--- src/verilog/cca_defs.svh ---
// Register offsets, field positions, reset values and timing counts of the counter array
`ifndef CCA_DEFS_SVH
`define CCA_DEFS_SVH

// ****************************************
// Register byte offsets
// ****************************************
`define CCA_OFS_MODE 8'h00
`define CCA_OFS_CTRL 8'h04
`define CCA_OFS_COUNT 8'h08
`define CCA_OFS_MMODE0 8'h10
`define CCA_OFS_CAP0 8'h30

// ****************************************
// Field positions
// ****************************************
`define CCA_MODE_IDLE_BIT 7
`define CCA_MODE_WDEN_BIT 6
`define CCA_MODE_SRC_LSB 1
`define CCA_MODE_OVIE_BIT 0
`define CCA_CTRL_OVF_BIT 7
`define CCA_CTRL_RUN_BIT 6

// ****************************************
// Reset values and counts
// ****************************************
`define CCA_RST_BYTE 8'h00
`define CCA_RST_WORD 16'h0000
`define CCA_DIV_SLOW 3'h5
`define CCA_NUM_MODULES 5
`define CCA_WDOG_MODULE 4

`endif

--- src/verilog/cca_pkg.sv ---
// Types shared by the counter array files
package cca_pkg;

    // Count pulse source of the time base
    typedef enum logic [1:0] {
        SRC_DIV6 = 2'b00,
        SRC_DIV2 = 2'b01,
        SRC_TIMER0 = 2'b10,
        SRC_PIN = 2'b11
    } cca_src_t;

    // One module mode byte, msb first
    typedef struct packed {
        logic spare;
        logic comparatorEn;
        logic captureRising;
        logic captureFalling;
        logic flagOnMatch;
        logic toggleOnMatch;
        logic pwmEn;
        logic moduleFlagIrqEn;
    } cca_mode_t;

endpackage : cca_pkg

--- src/verilog/cca_top.sv ---
// Counter array top: APB registers, shared time base and five modules
`timescale 1ns/1ps
`include "cca_defs.svh"
module cca_top #(
    parameter int NUM_MOD = `CCA_NUM_MODULES
) (
    // Clock and reset
    input wire logic mclk,
    input wire logic rst_n,
    // APB slave
    input wire logic psel,
    input wire logic penable,
    input wire logic pwrite,
    input wire logic [7:0] paddr,
    input wire logic [31:0] pwdata,
    output logic [31:0] prdata,
    output logic pready,
    output logic pslverr,
    // Processor state and timer 0
    input wire logic cpuIdle,
    input wire logic timer0Overflow,
    // External count pin
    input wire logic externalCountPin,
    // Module pins and standard port fallback
    input wire logic [NUM_MOD-1:0] moduleIoIn,
    input wire logic [NUM_MOD-1:0] portDataOut,
    input wire logic [NUM_MOD-1:0] portDriveEn,
    output logic [NUM_MOD-1:0] moduleIoOut,
    output logic [NUM_MOD-1:0] moduleIoOe,
    // Requests to the core
    output logic irqReq,
    output logic wdResetReq
);
    // ****************************************
    // Declarations
    // ****************************************
    logic idleStop_reg; // Halt in idle
    logic moduleWatchdogEn_reg; // Module 4 watchdog
    cca_pkg::cca_src_t srcSel_reg; // Count source
    logic overflowIrqEn_reg;
    logic overflowFlag_reg;
    logic runCtl_reg;
    logic [NUM_MOD-1:0] moduleFlags_reg;
    logic [15:0] count_reg; // Time base
    logic countStep_reg; // Count just stepped by a tick
    logic [2:0] presc_reg; // Clock divider
    cca_pkg::cca_mode_t moduleMode_reg [NUM_MOD];
    logic [15:0] capVal [NUM_MOD];
    logic [NUM_MOD-1:0] flagEv;
    logic [NUM_MOD-1:0] matchHit;
    logic [NUM_MOD-1:0] pinLevel;
    logic [NUM_MOD-1:0] pinDrive;
    logic [NUM_MOD-1:0] flagIrqEn; // Per-module flag interrupt enables
    logic [NUM_MOD-1:0] capRise;
    logic [NUM_MOD-1:0] capFall;
    logic extRise;
    logic running;
    logic tick;
    logic apbWr;
    logic apbSetup;
    logic [5:0] wordIdx;
    logic [31:0] rdData;
    logic rdHit;

    // ****************************************
    // Input synchronisers
    // ****************************************
    // External count pin
    cca_sync u_count_sync (
        .mclk(mclk),
        .rst_n(rst_n),
        .pinIn(externalCountPin),
        .level(),
        .rise(extRise),
        .fall()
    );

    // Module pins and module instances
    genvar gi;
    generate
        for (gi = 0; gi < NUM_MOD; gi++) begin : g_mod
            cca_sync u_sync (
                .mclk(mclk),
                .rst_n(rst_n),
                .pinIn(moduleIoIn[gi]),
                .level(),
                .rise(capRise[gi]),
                .fall(capFall[gi])
            );
            cca_channel u_chan (
                .mclk(mclk),
                .rst_n(rst_n),
                .mode(moduleMode_reg[gi]),
                .count(count_reg),
                .countStep(countStep_reg),
                .capRise(capRise[gi]),
                .capFall(capFall[gi]),
                .wrEn(apbWr && wordIdx == 6'(`CCA_OFS_CAP0 / 4 + gi)),
                .wrData(pwdata[15:0]),
                .capVal(capVal[gi]),
                .flagEvent(flagEv[gi]),
                .matchHit(matchHit[gi]),
                .pinLevel(pinLevel[gi]),
                .pinDrive(pinDrive[gi])
            );
            // Mode byte per module
            always_ff @(posedge mclk or negedge rst_n) begin
                if (!rst_n) begin
                    moduleMode_reg[gi] <= `CCA_RST_BYTE;
                end else if (apbWr && wordIdx == 6'(`CCA_OFS_MMODE0 / 4 + gi)) begin
                    moduleMode_reg[gi] <= pwdata[7:0];
                end
            end
            assign flagIrqEn[gi] = moduleMode_reg[gi].moduleFlagIrqEn;
            // Pin owned by the module, else standard port
            always_ff @(posedge mclk or negedge rst_n) begin
                if (!rst_n) begin
                    moduleIoOut[gi] <= 1'b0;
                    moduleIoOe[gi] <= 1'b0;
                end else begin
                    moduleIoOut[gi] <= pinDrive[gi] ? pinLevel[gi] : portDataOut[gi];
                    moduleIoOe[gi] <= pinDrive[gi] || portDriveEn[gi];
                end
            end
        end
    endgenerate

    // ****************************************
    // APB decode
    // ****************************************
    assign apbSetup = psel && !penable;
    assign apbWr = psel && penable && pwrite && pready;
    assign wordIdx = paddr[7:2];

    // Read mux; unmapped words read zero and flag an error
    always_comb begin
        rdData = 32'h0000_0000;
        rdHit = 1'b1;
        if (wordIdx == 6'(`CCA_OFS_MODE / 4)) begin
            rdData[7:0] = {idleStop_reg, moduleWatchdogEn_reg, 3'h0, srcSel_reg,
                overflowIrqEn_reg};
        end else if (wordIdx == 6'(`CCA_OFS_CTRL / 4)) begin
            rdData[7:0] = {overflowFlag_reg, runCtl_reg, 1'b0, moduleFlags_reg};
        end else if (wordIdx == 6'(`CCA_OFS_COUNT / 4)) begin
            rdData[15:0] = count_reg;
        end else if (wordIdx >= 6'(`CCA_OFS_MMODE0 / 4)
            && wordIdx < 6'(`CCA_OFS_MMODE0 / 4 + NUM_MOD)) begin
            rdData[7:0] = moduleMode_reg[3'(wordIdx - 6'(`CCA_OFS_MMODE0 / 4))];
        end else if (wordIdx >= 6'(`CCA_OFS_CAP0 / 4)
            && wordIdx < 6'(`CCA_OFS_CAP0 / 4 + NUM_MOD)) begin
            rdData[15:0] = capVal[3'(wordIdx - 6'(`CCA_OFS_CAP0 / 4))];
        end else begin
            rdHit = 1'b0;
        end
    end

    // Answer in the first access cycle; data taken at setup
    always_ff @(posedge mclk or negedge rst_n) begin
        if (!rst_n) begin
            pready <= 1'b0;
            pslverr <= 1'b0;
            prdata <= 32'h0000_0000;
        end else begin
            pready <= apbSetup;
            pslverr <= apbSetup && !rdHit;
            if (apbSetup) begin
                prdata <= pwrite ? 32'h0000_0000 : rdData;
            end
        end
    end

    // ****************************************
    // Control registers
    // ****************************************
    // Array mode register fields
    always_ff @(posedge mclk or negedge rst_n) begin
        if (!rst_n) begin
            idleStop_reg <= 1'b0;
            moduleWatchdogEn_reg <= 1'b0;
            srcSel_reg <= cca_pkg::SRC_DIV6;
            overflowIrqEn_reg <= 1'b0;
        end else if (apbWr && wordIdx == 6'(`CCA_OFS_MODE / 4)) begin
            idleStop_reg <= pwdata[`CCA_MODE_IDLE_BIT];
            moduleWatchdogEn_reg <= pwdata[`CCA_MODE_WDEN_BIT];
            srcSel_reg <= cca_pkg::cca_src_t'(pwdata[`CCA_MODE_SRC_LSB +: 2]);
            overflowIrqEn_reg <= pwdata[`CCA_MODE_OVIE_BIT];
        end
    end

    // Run bit
    always_ff @(posedge mclk or negedge rst_n) begin
        if (!rst_n) begin
            runCtl_reg <= 1'b0;
        end else if (apbWr && wordIdx == 6'(`CCA_OFS_CTRL / 4)) begin
            runCtl_reg <= pwdata[`CCA_CTRL_RUN_BIT];
        end
    end

    // Flags: hardware set wins over a software clear in the same cycle
    always_ff @(posedge mclk or negedge rst_n) begin
        if (!rst_n) begin
            overflowFlag_reg <= 1'b0;
            moduleFlags_reg <= '0;
        end else begin
            if (apbWr && wordIdx == 6'(`CCA_OFS_CTRL / 4)) begin
                overflowFlag_reg <= pwdata[`CCA_CTRL_OVF_BIT] || (tick && &count_reg);
                moduleFlags_reg <= pwdata[NUM_MOD-1:0] | flagEv;
            end else begin
                overflowFlag_reg <= overflowFlag_reg || (tick && &count_reg);
                moduleFlags_reg <= moduleFlags_reg | flagEv;
            end
        end
    end

    // ****************************************
    // Time base
    // ****************************************
    // Stopped by run bit or by idle with idle-stop set
    assign running = runCtl_reg && !(idleStop_reg && cpuIdle);

    // Free divider, only advances while running
    always_ff @(posedge mclk or negedge rst_n) begin
        if (!rst_n) begin
            presc_reg <= 3'h0;
        end else if (running) begin
            presc_reg <= (presc_reg == `CCA_DIV_SLOW) ? 3'h0 : presc_reg + 3'h1;
        end
    end

    // Count pulse source; pin pulses above a quarter clock rate are lost
    always_comb begin
        case (srcSel_reg)
            cca_pkg::SRC_DIV6: tick = running && presc_reg == `CCA_DIV_SLOW;
            cca_pkg::SRC_DIV2: tick = running && presc_reg[0];
            cca_pkg::SRC_TIMER0: tick = running && timer0Overflow;
            cca_pkg::SRC_PIN: tick = running && extRise;
            default: tick = 1'b0;
        endcase
    end

    // Counter: software write wins over a tick
    always_ff @(posedge mclk or negedge rst_n) begin
        if (!rst_n) begin
            count_reg <= `CCA_RST_WORD;
            countStep_reg <= 1'b0;
        end else if (apbWr && wordIdx == 6'(`CCA_OFS_COUNT / 4)) begin
            count_reg <= pwdata[15:0];
            countStep_reg <= 1'b0;
        end else begin
            count_reg <= tick ? count_reg + 16'h0001 : count_reg;
            countStep_reg <= tick;
        end
    end

    // ****************************************
    // Requests
    // ****************************************
    // Merged interrupt and module 4 watchdog reset
    always_ff @(posedge mclk or negedge rst_n) begin
        if (!rst_n) begin
            irqReq <= 1'b0;
            wdResetReq <= 1'b0;
        end else begin
            irqReq <= (overflowFlag_reg && overflowIrqEn_reg)
                || |(moduleFlags_reg & flagIrqEn);
            wdResetReq <= moduleWatchdogEn_reg && matchHit[`CCA_WDOG_MODULE];
        end
    end
endmodule : cca_top

--- src/verilog/cca_sync.sv ---
// Three-stage input synchroniser with agreement filter and edge pulses
`timescale 1ns/1ps
module cca_sync (
    // Clock and reset
    input wire logic mclk,
    input wire logic rst_n,
    // Asynchronous pin
    input wire logic pinIn,
    // Clean level and edge pulses
    output logic level,
    output logic rise,
    output logic fall
);
    logic stage1_reg; // Read by stage2 only
    logic stage2_reg;
    logic stage3_reg;

    // ****************************************
    // Synchroniser chain
    // ****************************************
    // Shift the pin through three flops
    always_ff @(posedge mclk or negedge rst_n) begin
        if (!rst_n) begin
            stage1_reg <= 1'b0;
            stage2_reg <= 1'b0;
            stage3_reg <= 1'b0;
        end else begin
            stage1_reg <= pinIn;
            stage2_reg <= stage1_reg;
            stage3_reg <= stage2_reg;
        end
    end

    // Accept a change only once stages two and three agree
    always_ff @(posedge mclk or negedge rst_n) begin
        if (!rst_n) begin
            level <= 1'b0;
            rise <= 1'b0;
            fall <= 1'b0;
        end else begin
            rise <= (stage2_reg == stage3_reg) && stage3_reg && !level;
            fall <= (stage2_reg == stage3_reg) && !stage3_reg && level;
            if (stage2_reg == stage3_reg) begin
                level <= stage3_reg;
            end
        end
    end
endmodule : cca_sync

--- src/verilog/cca_channel.sv ---
// One compare/capture module of the counter array
`timescale 1ns/1ps
`include "cca_defs.svh"
module cca_channel (
    // Clock and reset
    input wire logic mclk,
    input wire logic rst_n,
    // Mode and time base
    input wire cca_pkg::cca_mode_t mode,
    input wire logic [15:0] count,
    input wire logic countStep,
    // Synchronised pin edges
    input wire logic capRise,
    input wire logic capFall,
    // Software write of the capture/compare word
    input wire logic wrEn,
    input wire logic [15:0] wrData,
    // Results
    output logic [15:0] capVal,
    output logic flagEvent,
    output logic matchHit,
    output logic pinLevel,
    output logic pinDrive
);
    logic [7:0] duty_reg; // Active PWM duty byte
    logic capEv;
    logic matchEv;

    // Armed edge detection
    assign capEv = (capRise && mode.captureRising) || (capFall && mode.captureFalling);
    // Compare only on a fresh counter value, so one match per value
    assign matchEv = mode.comparatorEn && countStep && (count == capVal);
    assign pinDrive = mode.pwmEn || mode.toggleOnMatch;
    assign matchHit = matchEv;

    // ****************************************
    // Capture/compare word
    // ****************************************
    // Software write wins over a capture in the same cycle
    always_ff @(posedge mclk or negedge rst_n) begin
        if (!rst_n) begin
            capVal <= `CCA_RST_WORD;
        end else if (wrEn) begin
            capVal <= wrData;
        end else if (capEv) begin
            capVal <= count;
        end
    end

    // Flag event pulse: capture or flagged match
    always_ff @(posedge mclk or negedge rst_n) begin
        if (!rst_n) begin
            flagEvent <= 1'b0;
        end else begin
            flagEvent <= capEv || (matchEv && mode.flagOnMatch);
        end
    end

    // ****************************************
    // Output waveform
    // ****************************************
    // Duty reloads only at low byte wrap, so updates are glitch free
    always_ff @(posedge mclk or negedge rst_n) begin
        if (!rst_n) begin
            duty_reg <= `CCA_RST_BYTE;
        end else if (countStep && count[7:0] == 8'h00) begin
            duty_reg <= capVal[15:8];
        end
    end

    // PWM level, or toggle on each match
    always_ff @(posedge mclk or negedge rst_n) begin
        if (!rst_n) begin
            pinLevel <= 1'b0;
        end else if (mode.pwmEn) begin
            pinLevel <= (count[7:0] >= duty_reg);
        end else if (matchEv && mode.toggleOnMatch) begin
            pinLevel <= !pinLevel;
        end
    end
endmodule : cca_channel

--- config.mk ---
export PLATFORM = sky130hd
export DESIGN_NAME = cca_top
export DESIGN_NICKNAME = d
export VERILOG_FILES = /design/src/verilog/cca_pkg.sv /design/src/verilog/cca_top.sv /design/src/verilog/cca_sync.sv /design/src/verilog/cca_channel.sv
export VERILOG_INCLUDE_DIRS = /design/src /design/src/verilog
export SDC_FILE = /design/constraint.sdc
export NUM_CORES = 1
export LEC_CHECK = 0
export CORE_AREA = 2 2 183 185
export CTS_CLUSTER_DIAMETER = 30
export DETAILED_ROUTE_END_ITERATION = 8
export DIE_AREA = 0 0 185 187
export DONT_BUFFER_PORTS = 1
export PLACE_DENSITY = 0.61
export SYNTH_ARGS = -nofsm -noshare
export SYNTH_HDL_FRONTEND = slang
export SYNTH_SLANG_ARGS = --single-unit
--- constraint.sdc ---
create_clock -name mclk -period 3.3 [get_ports mclk]
set_input_delay 0.165 -clock mclk [delete_from_list [all_inputs] [get_ports mclk]]
set_output_delay 0.165 -clock mclk [all_outputs]
set_load 0.05 [all_outputs]
==> reports/metrics.cfg <==
[outcome]
status = finished, violations left
violations = hold timing

[worst_setup_path]
worstSetupPathType = register to register
worstPathCellList = nand4_1 > nor4_2 > nor3b_4 > nand2_1 > dlygate4sd3_1 > o21ai_0 > dlygate4sd3_1
worst-path-max-fanout = 10
worstPathRequired_ns = 3.80
cp-start-kind = register
slowest_stage = nor3b_4
crit_arrival_ns = 3.56
endpoint_kind = register
critPathMaxStageDelay_ns = 0.63
crit_path_frequent_cell = dlygate4sd3_1
cpLargestDelayFamily = simple AND/OR/NAND/NOR gates
worst-path-buf-inv = 2

[floorplan]
die_x_um = 185
ioPinCount = 109
die_h_um = 187
fp-row-count = 67
floorplan.initialDensity = 0.443
die-area_um2 = 34600
core-area_um2 = 32900

[final_layout]
layout_commonest_cell = dfrtp_1
fill_cells = 2861
stdcell_area_um2 = 17800
seqCellArea_um2 = 6680
drive_gt1_frac = 0.180
finalNetCount = 1577
mostFrequentLayoutCells = dfrtp_1, nor2_1, a21oi_1, mux2_2, mux2i_1
largest_reg_flops = 80
synthToLayoutAreaGrowth_pct = 22.5
final_core_util = 0.543
multi_input_area_um2 = 7150

[synthesis]
ys_warn_count = 0
synth_area_um2 = 14600
ys_seq_area_frac = 0.459
synth_compound_area_frac = 0.129
muxShareOfSynthArea = 0.141
ys_ff_latch = 267
synth_edf_count = 0
syn_inst = 1409
synth_xor_area_frac = 0.0577
synth_top_family_by_area = multiplexers
yosys.area_share.simple = 0.112
synth-adder-area-share = 0.0455
synth_cell_types = 70
async_flop_share = 1.00
ys.flop_type = dfrtp_1
syn_area_per_cell_um2 = 10.3

[clock_network]
clk_pin_slew_ns = 0.05
clock-root-buffer = clkbuf_16
clock_path_buffers = 3
cts_hold_buf = 43
clkSinkCount = 267
cts_htree_levels = 3
post_cts_resized = 0
insertion_delay_ns = 0.57
cts_buffers = 72
cts_tree = built

[pwr]
power.density_nw_per_um2 = 658
clkPwrFrac = 0.613
max-vdd-ir-drop_uv = 595
p_leak_nw = 8.08
p_comb_frac = 0.064
internal_power_mw = 8.91
seqPwrFrac = 0.322
p_switching_mw = 2.82
switching_share = 0.241

[grt]
grt_pass1_wl_um = 68200
grt_start_max_net_pins = 268
grt_pass1_vias = 11400
grt_antenna_before_repair = 2
grt_overflow = 0
grt_usage = 0.262

[timing]
finalCritPeriodShare = 0.928
hold_viol = 267
fmax_mhz = 326
relSlewSlack = 0.249
holdWs_ns = -0.689
rsz0062_at_grt = no
skew_ns = 0.0308
tightest_slew_ns = 1.12
finalSetupViolCount = 0
finalCriticalPeriod_ns = 3.06
tns_ns = 0
slew_violations = 0

[drt]
viasPerCell = 5.76
drc = 0
drt-initial-drc-count = 1127
wl_um = 44500
avgRoutedWirePerCell_um = 22.7
antenna_left = 0
vias = 11300
firstDrtPassIters = 8

[job]
drv_cap = 0

[placed_design]
place.gp.congestion = 0.908
place_area_um2 = 14900
port_buffers = 0
dpl.hpwl_um = 28900

[min_path]
hp-class = input port to async pin

-- power by group through the flow --
stage / Clock, mW / Combinational, mW / Sequential (mW)
3_5_place_dp: 0 / 0.664 / 3.83
5_1_grt: 7.45 / 0.813 / 3.81
4_1_cts: 7.27 / 0.746 / 3.78
2_1_floorplan: 0 / 0.574 / 3.73
6_report: 7.20 / 0.754 / 3.78
3_3_place_gp: 0 / 0.651 / 3.82
-- cell usage after synthesis, types with 23 or more instances --
master / count / area (µm²)
dfrtp_1: 267 / 6680
xnor2_1: 23 / 201
clkbuf_1: 46 / 173
xor2_1: 73 / 639
mux2_2: 91 / 1020
nand3_1: 23 / 115
buf_2: 31 / 155
nand2_1: 45 / 169
nor2_1: 138 / 518
mux2i_1: 85 / 851
inv_1: 73 / 274
ha_1: 53 / 663
a21oi_1: 135 / 676
o21ai_0: 48 / 240
-- kinds of logic (layout without fill, tap and decap cells) --
logic type	count (synthesis)	in the layout
compound gates	300	300
buf+inv	181	272
xor+xnor	96	96
simple gates	327	327
fa+ha+maj	53	53
other cells	1	17
mux	184	184
flops	267	267
-- path summary, 6_finish.rpt --
check                      depth (start not counted)  slack [ns]                         end                       start
max                                                7        0.24           moduleMode_reg[2]                      pready
min                                                0       -0.69     u_count_sync.stage3_reg                       rst_n
max reg2reg                                        7        0.24           moduleMode_reg[2]                      pready
min in group mclk                                  4        0.02           moduleMode_reg[1]                    paddr[5]
max in group asynchronous                          0        3.29  g_mod[0].u_sync.stage3_reg                       rst_n
min reg2reg                                        0        0.34  g_mod[0].u_sync.stage2_reg  g_mod[0].u_sync.stage1_reg
-- timing repair --
item | CTS | global route
endpoints found under the setup margin | 0 | 0
buffers inserted | 0 | 0
hold endpoints to repair | 451 | 267
-- stage by stage --
stage	power, mW	worst slack [ns]	instances
after floorplan	4.30	1.02	1424
after global placement	4.47	0.822	1792
after detailed placement	4.49	0.789	1792
after CTS	11.8	0.310	1963
after global routing	12.1	0.0294	1964
final	11.7	0.237	1964
-- routing by layer --
metal | up-vias | track usage | routed length, µm
met2 | 444 | 0.408 | 20800
met5 | - | 0 | 0
li1 | 5094 | - | -
met1 | 5665 | 0.343 | 18600
met4 | 0 | 0.131 | 1940
met3 | 113 | 0.0611 | 3160
-- layout make-up --
cell class / instances / share of cell area
diodes: 1 / 0.000140
clock buffers: 90 / 0.113
clock inverters: 38 / 0.0289
inverters: 74 / 0.0156
multi-input cells: 976 / 0.401
flip-flops and latches: 267 / 0.374
well taps: 448 / 0.0314
repair buffers: 70 / 0.0362
(Power assumes the default switching activity.)
